<file path="src/hdl/wait_state_regs.svh">
// Purpose: Offsets, field positions, opcodes and reset values of the
//          read wait-state configuration register.
// Assumes: Included by bare name from every design file that needs it.
// Notes:   Definitions only.
`ifndef WAIT_STATE_REGS_SVH
`define WAIT_STATE_REGS_SVH

// =====================================================================
// Register location and field
`define CFG2_ADDR      24'h000003
`define WAIT_LSB       0
`define WAIT_MSB       3
`define WAIT_W         4

// =====================================================================
// Register access opcodes
`define OP_WRITE_REG   8'h71
`define OP_READ_REG    8'h65

// =====================================================================
// Reset value of the configuration byte, code 8h gives 20 cycles
`define CFG2_RESET     8'h08

// =====================================================================
// Dummy cycles selected by each supported wait-state code
`define DUMMY_CODE_F   5'h1C
`define DUMMY_CODE_D   5'h1A
`define DUMMY_CODE_B   5'h18
`define DUMMY_CODE_9   5'h16
`define DUMMY_CODE_8   5'h14
`define DUMMY_CODE_7   5'h12
`define DUMMY_CODE_6   5'h10
`define DUMMY_CODE_5   5'h0E
`define DUMMY_CODE_4   5'h0C
`define DUMMY_CODE_3   5'h0A
`define DUMMY_CODE_2   5'h08
`define DUMMY_CODE_1   5'h06
`define DUMMY_NONE     5'h00

// =====================================================================
// Dummy count width
`define CNT_W          5

`endif

</file>
<file path="src/hdl/wait_state_pkg.sv">
// Purpose: Types shared by the wait-state configuration design.
// Assumes: Compiled before the modules.
// Notes:   Constants live in wait_state_regs.svh.
package wait_state_pkg;

   // ==================================================================
   // Read sequence states
   typedef enum logic [1:0] {
      ST_IDLE,
      ST_DUMMY,
      ST_DATA
   } read_state_t;

endpackage

</file>
<file path="src/hdl/dummy_counter.sv">
// Purpose: Counts dummy serial clock cycles of one read.
// Assumes: i_tick is a one-cycle enable per serial clock cycle.
// Notes:   o_done pulses for one cycle after the tick that ends the last dummy cycle.
`timescale 1ns/1ps
`default_nettype none
`include "wait_state_regs.svh"

module dummy_counter (
   input  wire logic              i_sys_clk,
   input  wire logic              i_reset_n,
   input  wire logic              i_load,
   input  wire logic [`CNT_W-1:0] i_count,
   input  wire logic              i_tick,
   output logic                   o_busy,
   output logic                   o_done
);

   logic [`CNT_W-1:0] remain_q;
   logic [`CNT_W-1:0] remain_d;
   logic              busy_d;
   logic              done_d;
   logic              last_tick;

   assign last_tick = o_busy & i_tick & (remain_q == 5'd1);
   assign remain_d  = i_load ? i_count :
                      (o_busy & i_tick) ? remain_q - 5'd1 : remain_q;
   assign busy_d    = i_load ? (i_count != 5'd0) :
                      (last_tick ? 1'b0 : o_busy);
   assign done_d    = last_tick & ~i_load;

   // ==================================================================
   // Counter registers
   always_ff @(posedge i_sys_clk or negedge i_reset_n) begin
      if (!i_reset_n) begin
         remain_q <= 5'd0;
         o_busy   <= 1'b0;
         o_done   <= 1'b0;
      end else begin
         remain_q <= remain_d;
         o_busy   <= busy_d;
         o_done   <= done_d;
      end
   end

endmodule

`default_nettype wire

</file>
<file path="src/hdl/latency_decode.sv">
// Purpose: Maps a 4-bit wait-state code to its dummy-cycle count.
// Assumes: Purely combinational.
// Notes:   Unsupported codes give count zero and no support flag.
`timescale 1ns/1ps
`default_nettype none
`include "wait_state_regs.svh"

module latency_decode (
   input  wire logic [`WAIT_W-1:0] i_code_a,
   input  wire logic [`WAIT_W-1:0] i_code_b,
   output logic      [`CNT_W-1:0]  o_count_a,
   output logic                    o_ok_a,
   output logic      [`CNT_W-1:0]  o_count_b,
   output logic                    o_ok_b
);

   // ==================================================================
   // Code to count table
   function automatic logic [`CNT_W-1:0] dummy_count(
      input logic [`WAIT_W-1:0] code
   );
      logic [`CNT_W-1:0] n;
      n = `DUMMY_NONE;
      case (code)
         4'hF:    n = `DUMMY_CODE_F; // see [RL5]
         4'hD:    n = `DUMMY_CODE_D; // see [RL6]
         4'hB:    n = `DUMMY_CODE_B; // see [RL7]
         4'h9:    n = `DUMMY_CODE_9; // see [RL8]
         4'h8:    n = `DUMMY_CODE_8; // see [RL9]
         4'h7:    n = `DUMMY_CODE_7; // see [RL10]
         4'h6:    n = `DUMMY_CODE_6; // see [RL11]
         4'h5:    n = `DUMMY_CODE_5; // see [RL12]
         4'h4:    n = `DUMMY_CODE_4; // see [RL13]
         4'h3:    n = `DUMMY_CODE_3; // see [RL14]
         4'h2:    n = `DUMMY_CODE_2; // see [RL15]
         4'h1:    n = `DUMMY_CODE_1; // see [RL16]
         default: n = `DUMMY_NONE;   // see [RL17] [RL18] [RL19]
      endcase
      return n;
   endfunction

   assign o_count_a = dummy_count(i_code_a);
   assign o_ok_a    = (dummy_count(i_code_a) != `DUMMY_NONE);
   assign o_count_b = dummy_count(i_code_b);
   assign o_ok_b    = (dummy_count(i_code_b) != `DUMMY_NONE);

endmodule

`default_nettype wire

</file>
<file path="src/hdl/wait_state_config.sv">
// Purpose: Read wait-state configuration register and dummy-cycle
//          sequencing of a serial NOR flash read.
// Assumes: A serial front end delivers decoded commands and a one-cycle
//          enable per serial clock; all inputs synchronous to i_sys_clk.
// Notes:   Writes with an unsupported latency code are refused.
//
// How it works
// [RL1] Wait-state field is 4 bits at bit 0 of register 03h.
// [RL2] Opcode 71h writes and 65h reads this register.
// [RL3] Register access only through commands carrying the register address.
// [RL4] Dummy cycle count comes from the wait-state field.
// [RL5] Code 01111b gives 28 dummy cycles.
// [RL6] Code 01101b gives 26 dummy cycles.
// [RL7] Code 01011b gives 24 dummy cycles.
// [RL8] Code 01001b gives 22 dummy cycles.
// [RL9] Code 01000b gives 20 dummy cycles.
// [RL10] Code 00111b gives 18 dummy cycles.
// [RL11] Code 00110b gives 16 dummy cycles.
// [RL12] Code 00101b gives 14 dummy cycles.
// [RL13] Code 00100b gives 12 dummy cycles.
// [RL14] Code 00011b gives 10 dummy cycles.
// [RL15] Code 00010b gives 8 dummy cycles.
// [RL16] Code 00001b gives 6 dummy cycles.
// [RL17] 30 dummy cycles are not supported.
// [RL18] 4 dummy cycles are not supported.
// [RL19] 2 dummy cycles are not supported.
// [RL20] New code applies to later reads between address and first data.
`timescale 1ns/1ps
`default_nettype none
`include "wait_state_regs.svh"

module wait_state_config
   import wait_state_pkg::*;
(
   input  wire logic        i_sys_clk,
   input  wire logic        i_reset_n,
   input  wire logic        i_cmd_valid,
   input  wire logic [7:0]  i_cmd_opcode,
   input  wire logic [23:0] i_cmd_addr,
   input  wire logic [7:0]  i_cmd_wdata,
   input  wire logic        i_sck_en,
   input  wire logic        i_read_start,
   input  wire logic        i_read_end,
   output logic      [7:0]  o_rd_data,
   output logic             o_rd_valid,
   output logic             o_wr_done,
   output logic             o_wr_refused,
   output logic             o_addr_miss,
   output logic             o_dummy_busy,
   output logic             o_data_start,
   output logic             o_data_phase,
   output logic      [3:0]  o_wait_code
);

   // ==================================================================
   // Declarations
   logic [7:0]         cfg_q;
   logic [7:0]         cfg_d;
   logic [7:0]         rd_data_d;
   logic               rd_valid_d;
   logic               wr_done_d;
   logic               wr_refused_d;
   logic               addr_miss_d;
   logic               data_phase_d;
   read_state_t        state_q;
   read_state_t        state_d;

   logic               is_write;
   logic               is_read;
   logic               addr_hit;
   logic               idle;
   logic               write_take;
   logic               read_take;
   logic [`WAIT_W-1:0] cur_code;
   logic [`WAIT_W-1:0] new_code;
   logic [`CNT_W-1:0]  cur_count;
   logic               cur_ok;
   logic [`CNT_W-1:0]  new_count;
   logic               new_ok;
   logic               load;
   logic               cnt_busy;
   logic               cnt_done;

   // ==================================================================
   // Command decode
   assign is_write   = i_cmd_valid & (i_cmd_opcode == `OP_WRITE_REG); // see [RL2]
   assign is_read    = i_cmd_valid & (i_cmd_opcode == `OP_READ_REG);  // see [RL2]
   assign addr_hit   = (i_cmd_addr == `CFG2_ADDR);                    // see [RL3]
   assign idle       = (state_q == ST_IDLE);
   assign write_take = is_write & addr_hit & idle;
   assign read_take  = is_read & addr_hit;

   // ==================================================================
   // Latency decode of stored and incoming codes
   assign cur_code = cfg_q[`WAIT_MSB:`WAIT_LSB];       // see [RL1]
   assign new_code = i_cmd_wdata[`WAIT_MSB:`WAIT_LSB];

   latency_decode u_decode (
      .i_code_a  (cur_code),
      .i_code_b  (new_code),
      .o_count_a (cur_count),
      .o_ok_a    (cur_ok),
      .o_count_b (new_count),
      .o_ok_b    (new_ok)
   );

   // ==================================================================
   // Register update and answers
   assign cfg_d = (write_take & new_ok) ? i_cmd_wdata : cfg_q; // see [RL1]

   // Unsupported codes never reach the register
   assign wr_refused_d = is_write & addr_hit & (~new_ok | ~idle); // see [RL17] [RL18] [RL19]
   assign wr_done_d    = write_take & new_ok;
   assign rd_valid_d   = read_take;                                // see [RL2]
   assign rd_data_d    = read_take ? cfg_q : o_rd_data;
   assign addr_miss_d  = (is_write | is_read) & ~addr_hit;        // see [RL3]

   // ==================================================================
   // Read sequencing
   // Count latched at read start from the current field
   assign load = idle & i_read_start & cur_ok;                     // see [RL4] [RL20]

   dummy_counter u_counter (
      .i_sys_clk (i_sys_clk),
      .i_reset_n (i_reset_n),
      .i_load    (load),
      .i_count   (cur_count),
      .i_tick    (i_sck_en),
      .o_busy    (cnt_busy),
      .o_done    (cnt_done)
   );

   always_comb begin
      state_d = state_q;
      case (state_q)
         ST_IDLE: begin
            if (load) begin
               state_d = ST_DUMMY;
            end
         end
         ST_DUMMY: begin
            if (i_read_end) begin
               state_d = ST_IDLE;
            end else if (cnt_done) begin
               state_d = ST_DATA;                               // see [RL20]
            end
         end
         ST_DATA: begin
            if (i_read_end) begin
               state_d = ST_IDLE;
            end
         end
         default: begin
            state_d = ST_IDLE;
         end
      endcase
   end

   assign data_phase_d = (state_d == ST_DATA);

   // ==================================================================
   // Registers
   always_ff @(posedge i_sys_clk or negedge i_reset_n) begin
      if (!i_reset_n) begin
         cfg_q        <= `CFG2_RESET;
         state_q      <= ST_IDLE;
         o_rd_data    <= 8'h00;
         o_rd_valid   <= 1'b0;
         o_wr_done    <= 1'b0;
         o_wr_refused <= 1'b0;
         o_addr_miss  <= 1'b0;
         o_data_phase <= 1'b0;
      end else begin
         cfg_q        <= cfg_d;
         state_q      <= state_d;
         o_rd_data    <= rd_data_d;
         o_rd_valid   <= rd_valid_d;
         o_wr_done    <= wr_done_d;
         o_wr_refused <= wr_refused_d;
         o_addr_miss  <= addr_miss_d;
         o_data_phase <= data_phase_d;
      end
   end

   // ==================================================================
   // Outputs straight from flops
   assign o_wait_code  = cfg_q[`WAIT_MSB:`WAIT_LSB];
   assign o_dummy_busy = cnt_busy;
   assign o_data_start = cnt_done;

endmodule

`default_nettype wire

</file>
<file path="config.mk">
export PLATFORM = sky130hd
export DESIGN_NAME = wait_state_config
export DESIGN_NICKNAME = d
export VERILOG_FILES = /design/src/hdl/wait_state_pkg.sv /design/src/hdl/dummy_counter.sv /design/src/hdl/latency_decode.sv /design/src/hdl/wait_state_config.sv
export VERILOG_INCLUDE_DIRS = /design/src /design/src/hdl
export SDC_FILE = /design/constraint.sdc
export NUM_CORES = 1
export LEC_CHECK = 0
export BUFFER_PORTS_ARGS = -buffer_cell sky130_fd_sc_hd__buf_2
export CAP_MARGIN = 25
export CORE_MARGIN = 8
export CORE_UTILIZATION = 37
export DETAILED_ROUTE_END_ITERATION = 12
export PLACE_DENSITY_LB_ADDON = 0.1
export SYNTH_ARGS = -nofsm -noshare
export SYNTH_HDL_FRONTEND = slang
export SYNTH_SLANG_ARGS = --single-unit
</file>
<file path="constraint.sdc">
create_clock -name i_sys_clk -period 1.9 [get_ports i_sys_clk]
set_input_delay 0.38 -clock i_sys_clk [delete_from_list [all_inputs] [get_ports i_sys_clk]]
set_output_delay 0.38 -clock i_sys_clk [all_outputs]
set_load 0.01 [all_outputs]
</file>
* After elaboration in Yosys (flattened, before gate mapping) *
Memory sizes are Yosys's and may differ from the RTL's.
Index checks and enable logic that the tools add are counted.

word-level totals
  register bits = 30
  bits in read-only memories = 192
  bits of input ports = 46
  output and inout bits = 19
  word-level logic and storage cells = 56
  memories kept = 3

memory list
  name             depth  bits a word  rd ports  clocked after Yosys merged registers in  wr ports  RTL line              RTL
  (no name shown)  16     4            1         0                                        0         latency_decode.sv:24  case (code)
  (no name shown)  16     4            1         0                                        0         latency_decode.sv:24
  (no name shown)  16     4            1         0                                        0         latency_decode.sv:24

operators by class
  add/sub/neg operators = 1
  eq/ne operators = 7
  multiplexer cells = 9
  bitwise gates (word level) = 19
  reduce and logical (&&, ||, !) cells = 6

operators by type and width
  kind                                                                     number
  24-bit by 2-bit equality test with 1-bit output (second input constant)  1
  8-bit by 7-bit equality test with 1-bit output (second input constant)   2
  5-bit nonzero test                                                       3
  1-bit AND                                                                13
  5-bit 2-to-1 mux                                                         2
  2-bit 2-to-1 mux                                                         4
  2-bit case mux with 3 select lines                                       1
  5-bit by 1-bit equality test with 1-bit output (second input constant)   1
  5-bit by 1-bit subtractor with 5-bit output (second input constant)      1
  2-bit equality test (second input constant)                              2
  1-bit inverter                                                           4
  2-bit nonzero test                                                       2
  2-bit by 1-bit equality test with 1-bit output (second input constant)   1
  2-bit logical NOT                                                        1
  1-bit 2-to-1 mux                                                         2
  1-bit OR                                                                 2

* Longest topological paths before layout *
Gate-level depths: netlist of the first run.

  depth in word-level cells = 6
  mapped depth = 6
  gate-level depth less buffers = 6

* Hierarchy *
A second synthesis of the first run with hierarchy kept.

unflattened totals
  cells, all modules = 148
  area, all modules = 1631.6 um^2

modules (own cells, without submodules)
  module             times used  cells each  area each (um^2)  sequential area each (um^2)
  wait_state_config  1           74          1002.2            576.8
  dummy_counter      1           41          400.4             175.2
  latency_decode     1           33          229.0             0.0

* Least setup slack after synthesis of the first run *
No wires, ideal clock.

  path kind = input-to-reg
  start = input i_cmd_addr[12]
  end = register o_rd_data[0]
  library setup time = 0.125 ns
  arrival = 1.777 ns
  data required time = 1.775 ns
  setup slack = -0.002 ns
  cell stages on the path = 4
  buffers on the path = 0
  cells stage by stage = nor4_1 nand4_1 nor4_4 mux2_2

on the way
  word-level cells in the longest chain between the ends = 2

RTL lines
  element                                                           RTL line                  RTL
  start: declaration                                                wait_state_config.sv:39   input wire logic [23:0] i_cmd_addr,
  24-bit by 2-bit equality test with 1-bit output (no source line)  n/a
  1-bit AND                                                         wait_state_config.sv:91   assign read_take = is_read & addr_hit;
  end signal: assignment                                            wait_state_config.sv:176  o_rd_data <= rd_data_d;
  end: declaration                                                  wait_state_config.sv:44   output logic [7:0] o_rd_data,

No other way between the ends.
A chain may end at the register's enable or synchronous reset.

* Final worst setup path of the first run *
  start = input i_cmd_wdata[1]
  end = register cfg_q[4]

on the way
  word-level cells in the longest chain between the ends = 3

RTL lines
  element                              RTL line                  RTL
  start: declaration                   wait_state_config.sv:40   input wire logic [7:0] i_cmd_wdata,
  memory 16 x 4 bit                    n/a
  5-bit nonzero test (no source line)  n/a
  1-bit AND                            wait_state_config.sv:109  assign cfg_d = (write_take & new_ok) ? i_cmd_wdata : cfg_q;
  end signal: assignment               wait_state_config.sv:165  cfg_q <= `CFG2_RESET;
  end signal: assignment               wait_state_config.sv:174  cfg_q <= cfg_d;
  end: declaration                     wait_state_config.sv:57   logic [7:0] cfg_q;

No other way between the ends.

==> results of run 1 <==
-- routing by layer --
metal	wire length, um	vias up	global-route usage
met5	0	-	0
met4	64	0	0.0556
met3	189	6	0.0440
met2	1980	36	0.219
met1	1420	583	0.131
li1	-	611	-
-- cells in the final DEF (no fill, tap or decap), drive strengths merged, types with 2 or more instances in the layout --
master	synthesis	layout
nor4b	2	2
nor2b	2	2
a21oi	2	2
clkbuf	2	6
nand4b	3	3
mux2i	3	3
xnor2	4	4
buf	5	75
o21ai	5	5
dfrtp	29	29
inv	4	4
nand2	7	7
nand2b	2	2
xor2	2	2
nand3	2	2
nor3	3	3
nor2	12	12
mux2	16	16
ha	4	4
nor4	7	7
-- per-stage QoR --
stage / setup TNS [ns] / util / area [um2] / setup slack (ns) / power [mW]
after floorplan: 0 / - / 1480 / 0.0101 / 0.945
after global placement: -0.953 / 0.488 / 1910 / -0.0856 / 1.07
after detailed placement: -1.42 / 0.488 / 1910 / -0.105 / 1.08
after CTS: 0 / 0.512 / 2000 / 0.180 / 1.62
after global routing: 0 / 0.512 / 2000 / 0.0454 / 1.69
final: 0 / 0.512 / 2000 / 0.176 / 1.59
-- how the worst max path moves through the flow --
| stage | start | end | depth (start not counted) |
|---|---|---|---|
| floorplan | cfg_q[3] | state_q[0] | 6 |
| global placement | i_cmd_wdata[1] | cfg_q[6] | 7 |
| detailed placement | i_cmd_addr[12] | o_rd_data[5] | 7 |
| CTS | i_cmd_wdata[1] | cfg_q[4] | 7 |
| global route | i_cmd_addr[5] | cfg_q[7] | 6 |
| finish | i_cmd_wdata[1] | cfg_q[4] | 7 |
-- state kept, by name (all words and copies together) (netlist names), 2 cells and up --
| name | count |
|---|---|
| u_counter.remain_q | 5 |
| cfg_q | 8 |
| o_rd_data | 8 |
| state_q | 2 |
-- cell families (layout without fill, tap and decap cells) --
group,after synthesis,in the layout,share of synthesized area
simple gates,47,47,0.185
flops,30,30,0.508
mux,19,19,0.142
compound gates,13,13,0.0566
buf+inv,11,87,0.0389
xor+xnor,6,6,0.0355
fa+ha+maj,4,4,0.0338
-- final cells by class --
type | count | share of cell area
flip-flops and latches | 30 | 0.375
clock inverters | 2 | 0.00624
well taps | 50 | 0.0312
repair buffers | 75 | 0.201
multi-input cells | 89 | 0.338
inverters | 4 | 0.00749
clock buffers | 6 | 0.0412
-- power by group --
| group | switching [mW] | internal, mW |
|---|---|---|
| registers | 0.0492 | 0.697 |
| logic | 0.157 | 0.162 |
| clock network | 0.235 | 0.290 |
| total | 0.441 | 1.15 |
==> metrics.txt, run 1 <==
syn nets 180; # setup viols final 0; RSZ-0062 raised after global routing false; Seq cells post-synth 30; hpwl dp roughly 3 mm; CTS H-tree depth 2; fin crit period approximately 1.7 ns; Synth async-reset ratio 1.00; Final period util 0.907; leading post-synthesis cells by cell area dfrtp_1 49%, mux2_2 12%, ha_1 3.4%; worst hold slack between 0.1 and 0.15 ns; clk root buf clkbuf_8; IO buf count between 60 and 70; Power Density 793 mW/mm2; Finished Layout Cells between 200 and 300; Core Footprint slightly below 0.004 mm2; vias in the first global route ~1,400; Storage cell area between 700 and 800 um2; ANT nets after route 0; synth unique cells 36; Reg2Reg Capture Point state_q[0]; CTS max path bufs 2; WP data required just over 2 ns; number of synthesized flops with an enable pin 0; CP Cell Sequence buf_2 > ha_1 > nor2_1 > o221ai_1 > nor4b_2 > buf_4 > mux2_2; std cell rows 23; crit end category flip-flop; Bufs and invs on worst path 2; synthesized instance count 130; Worst Tran Pin Value 0.657 ns; Critical Path Fanout Max 9; Multi-input gate area about 680 um2; Cells after DPL 248; CP top delay family multiplexers; total global routing overflow 0; crit start category input port; top-area cell type share of the netlist area 0.490; sequential fraction of the synthesis area 0.508; Synth Flop Type dfrtp_1; Vias about 1,200; first-pass GRT wire length around 6.2 mm; Worst R2R Setup Slack 0.27 ns; post-CTS setup repair buffer count 0; Pleak 1.04 nW; Hold WC Path Type in2async; MaxCap Viol Count 0; WL/cell between 10 and 15 um; area of the mapped netlist 0.00148 mm2; most instantiated library cell after synthesis dfrtp_1; crit path kind in2reg; CTS tree built; Worst path slowest cell mux2_2; Synth warnings 0; Slew headroom 0.562; R2R Path Start cfg_q[1]; total wire length 3.65 mm; Syn Area/Cell between 10 and 15 um2; # diodes 0; Fin. Hold Viols 0; fill count roughly 400; clk slew on worst S/H paths approximately 0.06 ns; hold_buf cts 0; gr usage total 0.125; drt pass-1 iters 4; max-slew violations 0; Worst-Skew Late Latency 0.28 ns; layout cells sized above 1 0.500; Worst IR Drop VDD about 420 uV; Die ar. between 0.006 and 0.007 mm2; Nets between 200 and 300; WP data arrival 1.89 ns; area grow syn2layout 35.4%; DR vias/cell 4.83; I/O pin cnt 65; pin count of the biggest net entering global routing 31; PostCTS Resize Cnt 0; initial antenna violation count 0; worst reg-to-reg path cell count 5; Die X 79.3 um; Max stage delay on crit path roughly 0.35 ns; Synth area leader dfrtp_1; # DRC 0; Post-synth top cells 29 x dfrtp_1, 16 x mux2_2, 12 x nor2_1; RD Place Congestion 0.781; Vert. Die Dim 79.3 um; initial core utilization 0.378; status complete, no violations; Worst Skew about 0.0015 ns; TritonCTS Buffers 5; DR iter-0 viols 21; fmax 0.580 GHz; Clock Sink Count 30
Note: power is estimated with default switching activity, not from simulation.
==> inputs of run 2 (changes only) <==
--- a/config.mk
+++ b/config.mk
@@ -6,6 +6,7 @@
 export SDC_FILE = /design/constraint.sdc
 export NUM_CORES = 1
 export LEC_CHECK = 0
+export ABC_AREA = 1
 export BUFFER_PORTS_ARGS = -buffer_cell sky130_fd_sc_hd__buf_2
 export CAP_MARGIN = 25
 export CORE_MARGIN = 8
@@ -15,3 +16,4 @@
 export SYNTH_ARGS = -nofsm -noshare
 export SYNTH_HDL_FRONTEND = slang
 export SYNTH_SLANG_ARGS = --single-unit
+export TNS_END_PERCENT = 100
==> run 2 against run 1 <==
First-iteration DRC count grew to 3.6 times the previous value. Sequential power is 2% higher. Count of clock-buffer cells in the layout stayed put. Via count is 20% higher. Critical endpoint is now u_counter.remain_q[1]. Largest cell class is now multi-input combinational cells. Largest power group unchanged. Highest routed layer unchanged.
==> metrics.txt, run 2 <==
status complete, no violations (unchanged); Seq cells post-synth 30 (unchanged); max-slew violations 0 (unchanged); top-area cell type share of the netlist area 0.449 (was 0.490); Reg power frac 0.467 (was 0.469); clock network power share 0.324 (was 0.330); Pint 1.15 mW (about the same); fill count 432 (was 398); layout cells sized above 1 0.337 (was 0.500); initial antenna violation count 0 (unchanged); Net Sw Frac 0.293 (was 0.277); Core Footprint 0.00429 mm2 (was 0.00391 mm2); post-CTS setup repair buffer count 0 (unchanged); CP endpoint u_counter.remain_q[1] (was cfg_q[4]); fmax 0.673 GHz (was 0.580 GHz); Synth area leader dfrtp_1 (unchanged); pre-CTS WS 0.194 ns (was -0.105 ns); most common cell after layout, fill and taps aside buf_2 (unchanged); total wire length 3.87 mm (was 3.65 mm); Die ar. 0.00674 mm2 (was 0.00628 mm2); worst hold slack 0.134 ns (was 0.128 ns); Worst-Skew Late Latency 0.28 ns (about the same); WP data arrival 1.69 ns (was 1.89 ns); crit start category flip-flop (was input port); Worst R2R Setup Slack 0.41 ns (was 0.27 ns); total global routing overflow 0 (unchanged); TritonCTS Buffers 5 (unchanged); std cell rows 24 (was 23); biggest regs cfg_q (8), o_rd_data (8), u_counter.remain_q (5) (unchanged); crit path kind reg2reg (was in2reg); Post-synth top cells 59 x nand2_1, 29 x dfrtp_1, 25 x nor2_1 (was 29 x dfrtp_1, 16 x mux2_2, 12 x nor2_1); highest-count cells in the layout ignoring fill and taps 64 x buf_2, 59 x nand2_1, 29 x dfrtp_1 (was 64 x buf_2, 29 x dfrtp_1, 16 x mux2_2); Hold WC Path Type in2async (unchanged); Die X 82.1 um (was 79.3 um); drt pass-1 iters 4 (unchanged); leading post-synthesis cells by cell area dfrtp_1 45%, nand2_1 14%, nand3_1 7.4% (was dfrtp_1 49%, mux2_2 12%, ha_1 3.4%); gr usage total 0.127 (was 0.125); clk slew on worst S/H paths 0.07 ns (was 0.06 ns); CTS H-tree depth 2 (unchanged); Synth async-reset ratio 1.00 (unchanged); Final period util 0.782 (was 0.907); synth unique cells 31 (was 36); Synth Flop Type dfrtp_1 (unchanged); Cells after DPL 317 (was 248); MaxCap Viol Count 0 (unchanged); RD Place Congestion 0.742 (was 0.781); Synth warnings 0 (unchanged); vias in the first global route 1,489 (was 1,355); # DRC 0 (unchanged); area grow syn2layout 28.0% (was 35.4%); synthesized instance count 205 (was 130); IO buf count 64 (unchanged); combinational power share 0.208 (was 0.201); crit path launch cfg_q[1] (was i_cmd_wdata[1]); area of the mapped netlist 0.00162 mm2 (was 0.00148 mm2); Fin. Hold Viols 0 (unchanged); Reg2Reg Capture Point u_counter.remain_q[1] (was state_q[0]); pin count of the biggest net entering global routing 31 (unchanged); Worst IR Drop VDD 418 uV (was 420 uV); DR vias/cell 4.55 (was 4.83); hold_buf cts 0 (unchanged); Vert. Die Dim 82.1 um (was 79.3 um); Nets 322 (was 255); # setup viols final 0 (unchanged); clk root buf clkbuf_8 (unchanged); WP data required 2.11 ns (was 2.06 ns); most instantiated library cell after synthesis nand2_1 (was dfrtp_1); Power Density 786 mW/mm2 (was 793 mW/mm2); initial core utilization 0.376 (was 0.378); CTS tree built (unchanged); Setup TNS 0 ns (unchanged); # diodes 0 (unchanged); Clock Sink Count 30 (unchanged); RSZ-0062 raised after global routing false (unchanged); fin crit period 1.49 ns (was 1.72 ns); I/O pin cnt 65 (unchanged); sequential fraction of the synthesis area 0.465 (was 0.508); Worst Skew 0.00485 ns (was 0.00149 ns); P_sw 0.477 mW (was 0.441 mW); hpwl dp 3.20 mm (was 3.00 mm); Slew headroom 0.554 (was 0.562); Critical Path Fanout Max 10 (was 9); worst reg-to-reg path cell count 8 (was 5); Finished Layout Cells 325 (was 256); WL/cell 11.9 um (was 14.3 um); syn nets 255 (was 180); final setup margin 0.414 ns (was 0.176 ns); first-pass GRT wire length 6.71 mm (was 6.16 mm); Syn Area/Cell 7.89 um2 (was 11.4 um2); Util after Layout 0.482 (was 0.512); CTS max path bufs 2 (unchanged); ANT nets after route 0 (unchanged); DR iter-0 viols 76 (was 21); R2R Path Start cfg_q[1] (unchanged); number of synthesized flops with an enable pin 0 (unchanged); crit end category flip-flop (unchanged); PostCTS Resize Cnt 0 (unchanged); Pleak 1.19 nW (was 1.04 nW); Vias 1,478 (was 1,236); Worst Tran Pin Value 0.670 ns (was 0.657 ns)
-- run 2: power by group through the flow --
stage / registers, mW / clock network, mW / logic, mW
after floorplan: 0.766 / 0 / 0.228
after global placement: 0.772 / 0 / 0.340
after detailed placement: 0.771 / 0 / 0.341
after CTS: 0.760 / 0.547 / 0.341
after global routing: 0.770 / 0.581 / 0.395
final: 0.760 / 0.527 / 0.339
-- run 2: metal layers --
| layer | GRT usage | routed length, um | vias to the layer above |
|---|---|---|---|
| met3 | 0.0487 | 308 | 2 |
| li1 | - | - | 792 |
| met1 | 0.170 | 1890 | 640 |
| met5 | 0 | 0 | - |
| met4 | 0.0263 | 21 | 0 |
| met2 | 0.189 | 1650 | 44 |
-- run 2: final cells by class --
type | count | area, um2 | area share
Sequential cell | 30 | 752 | 0.363
Inverter | 18 | 68.8 | 0.0333
Clock buffer | 6 | 82.6 | 0.0399
Timing Repair Buffer | 65 | 328 | 0.158
Tap cell | 52 | 65.1 | 0.0314
Multi-Input combinational cell | 152 | 761 | 0.368
Clock inverter | 2 | 12.5 | 0.00605
-- run 2: cell families after synthesis --
| logic type | share of synthesized area |
|---|---|
| adder cells (fa/ha/maj) | 0.0310 |
| AO/OA/AOI/OAI | 0.0511 |
| flip-flops | 0.465 |
| AND/OR/NAND/NOR | 0.378 |
| buffers and inverters | 0.0642 |
| XOR/XNOR | 0.0108 |
-- run 2: metrics by stage --
stage	cell area, um2	total power [mW]
global placement	1970	1.11
global route	2070	1.75
CTS	2070	1.65
finish	2070	1.63
floorplan	1620	0.994
detailed placement	1970	1.11
-- run 2: how the worst min path moves through the flow --
stage / start / to / slack, ns / cells after the start
3_3_place_gp: i_reset_n / o_rd_data[5] / 0.46 / 1
2_1_floorplan: i_reset_n / cfg_q[0] / 0.08 / 0
4_1_cts: i_reset_n / o_rd_valid / 0.15 / 1
3_5_place_dp: i_reset_n / o_rd_valid / 0.46 / 1
5_1_grt: i_reset_n / o_rd_data[5] / 0.18 / 1
6_report: i_reset_n / o_rd_data[5] / 0.13 / 1
-- run 2: worst max-delay path, cell delays in order (launching register included) --
cell     delay [ns]
dfrtp_1        0.44
ha_1           0.33
nand2_2        0.08
nand2_2        0.06
nor2_2         0.12
nand3_4        0.12
nand2_4        0.13
nand3_1        0.08
nand3_1        0.07
==> inputs of run 3 (changes only) <==
==> constraint.sdc (replaced) <==
create_clock -name i_sys_clk -period 1.25 [get_ports i_sys_clk]
set_input_delay 0.25 -clock i_sys_clk [delete_from_list [all_inputs] [get_ports i_sys_clk]]
set_output_delay 0.25 -clock i_sys_clk [all_outputs]
set_load 0.01 [all_outputs]
==> run 3 against run 2 <==
The flow now finishes with violations (setup timing). Cell count increased by 10%. Combinational power grew 89%. Clock skew is 0.00083 ns lower.
==> metrics.txt, run 3 (synthesis results as in run 2) <==
status complete, but fails checks (was complete, no violations); failing checks setup timing; CTS max path bufs 2 (unchanged); # setup viols final 17 (was 0); Setup TNS -1.57 ns (was 0 ns); Storage cell area 753 um2 (was 752 um2); Worst-Skew Late Latency 0.27 ns (was 0.28 ns); Worst Skew 0.00401 ns (was 0.00485 ns); layout cells sized above 1 0.454 (was 0.337); Power Density 1020 mW/mm2 (was 786 mW/mm2); clk slew on worst S/H paths 0.06 ns (was 0.07 ns); Worst R2R Setup Slack -0.16 ns (was 0.41 ns); DR iter-0 viols 66 (was 76); # DRC 0 (unchanged); Vert. Die Dim 82.1 um (unchanged); Worst path slowest cell dfstp_2 (was dfrtp_1); Clock Sink Count 30 (unchanged); CP Cell Sequence inv_2 > nor2_1 > nor2_4 > nand3_4 > nand2_4 > nand2_2 > nand3_1 (was ha_1 > nand2_2 > nand2_2 > nor2_2 > nand3_4 > nand2_4 > nand3_1 > nand3_1); worst hold slack 0.159 ns (was 0.134 ns); gr usage total 0.131 (was 0.127); R2R Path Start cfg_q[3] (was cfg_q[1]); Critical Path Fanout Max 7 (was 10); TritonCTS Buffers 5 (unchanged); Die X 82.1 um (unchanged); fin crit period 1.41 ns (was 1.49 ns); IO buf count 64 (unchanged); Hold WC Path Type in2reg (was in2async); Worst IR Drop VDD 406 uV (was 418 uV); Cells after DPL 343 (was 317); fmax 0.710 GHz (was 0.673 GHz); MaxCap Viol Count 0 (unchanged); worst reg-to-reg path cell count 7 (was 8); CTS tree built (unchanged); # diodes 0 (unchanged); crit end category flip-flop (unchanged); first-pass GRT wire length 6.84 mm (was 6.71 mm); total global routing overflow 0 (unchanged); WP data arrival 1.57 ns (was 1.69 ns); CTS H-tree depth 2 (unchanged); initial core utilization 0.376 (unchanged); initial antenna violation count 0 (unchanged); biggest regs cfg_q (8), o_rd_data (8), u_counter.remain_q (5) (unchanged); hpwl dp 3.35 mm (was 3.20 mm); most common cell after layout, fill and taps aside buf_2 (unchanged); Finished Layout Cells 358 (was 325); Area after DPL 0.00221 mm2 (was 0.00197 mm2); max-slew violations 0 (unchanged); final setup margin -0.158 ns (was 0.414 ns); ANT nets after route 0 (unchanged); hold path startpoint i_read_end; RSZ-0062 raised after global routing true (was false); grt peak-use layer met2 (unchanged); Reg2Reg Capture Point u_counter.remain_q[3] (was u_counter.remain_q[1]); DR vias/cell 4.55 (about the same); I/O pin cnt 65 (unchanged); Worst Tran Pin Value 0.312 ns (was 0.670 ns); crit path kind reg2reg (unchanged); GR Util met2 0.222 (was 0.189); std cell rows 24 (unchanged); Nets 356 (was 322); crit path launch cfg_q[3] (was cfg_q[1]); Multi-input gate area 855 um2 (was 761 um2); Pleak 1.38 nW (was 1.19 nW); Fin. Hold Viols 0 (unchanged); total wire length 4.29 mm (was 3.87 mm); WL/cell 12.0 um (was 11.9 um); crit start category flip-flop (unchanged); Slew headroom 0.791 (was 0.554); fill count 386 (was 432); RD Place Congestion 0.748 (was 0.742); Final period util 1.13 (was 0.782); CP endpoint u_counter.remain_q[3] (was u_counter.remain_q[1]); Design Area, Final 0.00244 mm2 (was 0.00207 mm2); pin count of the biggest net entering global routing 31 (unchanged); Core Footprint 0.00429 mm2 (unchanged); Max stage delay on crit path 0.60 ns (was 0.44 ns); drt pass-1 iters 4 (unchanged); vias in the first global route 1,601 (was 1,489); highest-count cells in the layout ignoring fill and taps 60 x buf_2, 51 x nand2_1, 28 x dfrtp_1 (was 64 x buf_2, 59 x nand2_1, 29 x dfrtp_1); clk root buf clkbuf_8 (unchanged); Die ar. 0.00674 mm2 (unchanged); M1 GR Usage 0.146 (was 0.170); Vias 1,629 (was 1,478); global-route track usage on met3 0.0530 (was 0.0487); area grow syn2layout 51.2% (was 28.0%); WP data required 1.41 ns (was 2.11 ns)
-- run 3: cell types whose count changed in the layout (fill, tap and decap cells not counted), sizes merged --
| cell | before | now |
|---|---|---|
| buf | 65 | 96 |
| clkbuf | 6 | 5 |
| clkinv | 2 | 3 |
| clkinvlp | 1 | 0 |
| dlygate4sd3 | 0 | 1 |
| nand2 | 66 | 67 |
| nand3 | 26 | 27 |
-- run 3: repair_timing --
item,in CTS,in global routing
hold endpoints to repair,29,0
buffers inserted,2,3
pin swaps,2,13
cloned,1,1
endpoints found under the setup margin,9,22
hold buffers,1,0
gates resized for setup,4,23
-- run 3: worst min-delay path by stage --
stage	endpoint	slack, ns	cells past startpoint
6_report	state_q[1]	0.16	2
4_1_cts	o_data_phase	0.15	2
3_5_place_dp	o_rd_data[7]	0.21	2
5_1_grt	state_q[1]	0.15	2
2_1_floorplan	cfg_q[0]	-0.05	0
3_3_place_gp	o_data_phase	0.22	2
-- run 3: worst max-delay path, delay by kind of cell (launching register included) --
family	cells	cell delay (ns)
AND/OR/NAND/NOR	6	0.62
flip-flops	1	0.60
buffers and inverters	1	0.08
-- run 3: area by class of cell --
cell class / instances / share of cell area
Multi-Input combinational cell: 154 / 0.350
Sequential cell: 30 / 0.308
Timing Repair Buffer: 97 / 0.255
Clock buffer: 5 / 0.0282
Inverter: 18 / 0.0282
Tap cell: 52 / 0.0266
Clock inverter: 2 / 0.00410
-- run 3: per-stage QoR --
stage / setup WS, ns / power (mW) / util
2_1_floorplan: -0.0884 / 1.51 / -
3_3_place_gp: -0.166 / 1.77 / 0.515
3_5_place_dp: -0.179 / 1.79 / 0.515
4_1_cts: -0.162 / 2.52 / 0.544
5_1_grt: -0.273 / 2.68 / 0.569
6_report: -0.158 / 2.50 / 0.569
-- run 3: per-layer routing --
metal	part of all wire	up-vias	routed length [um]
li1	-	858	-
met1	0.43	722	1850
met2	0.48	44	2070
met3	0.071	5	303
met4	0.015	0	63
met5	0	-	0
-- run 3: report_power, final --
part | switching (mW) | total, mW | internal, mW
registers | 0.0807 | 1.15 | 1.07
logic | 0.325 | 0.640 | 0.315
clock network | 0.337 | 0.709 | 0.372
total | 0.743 | 2.50 | 1.76
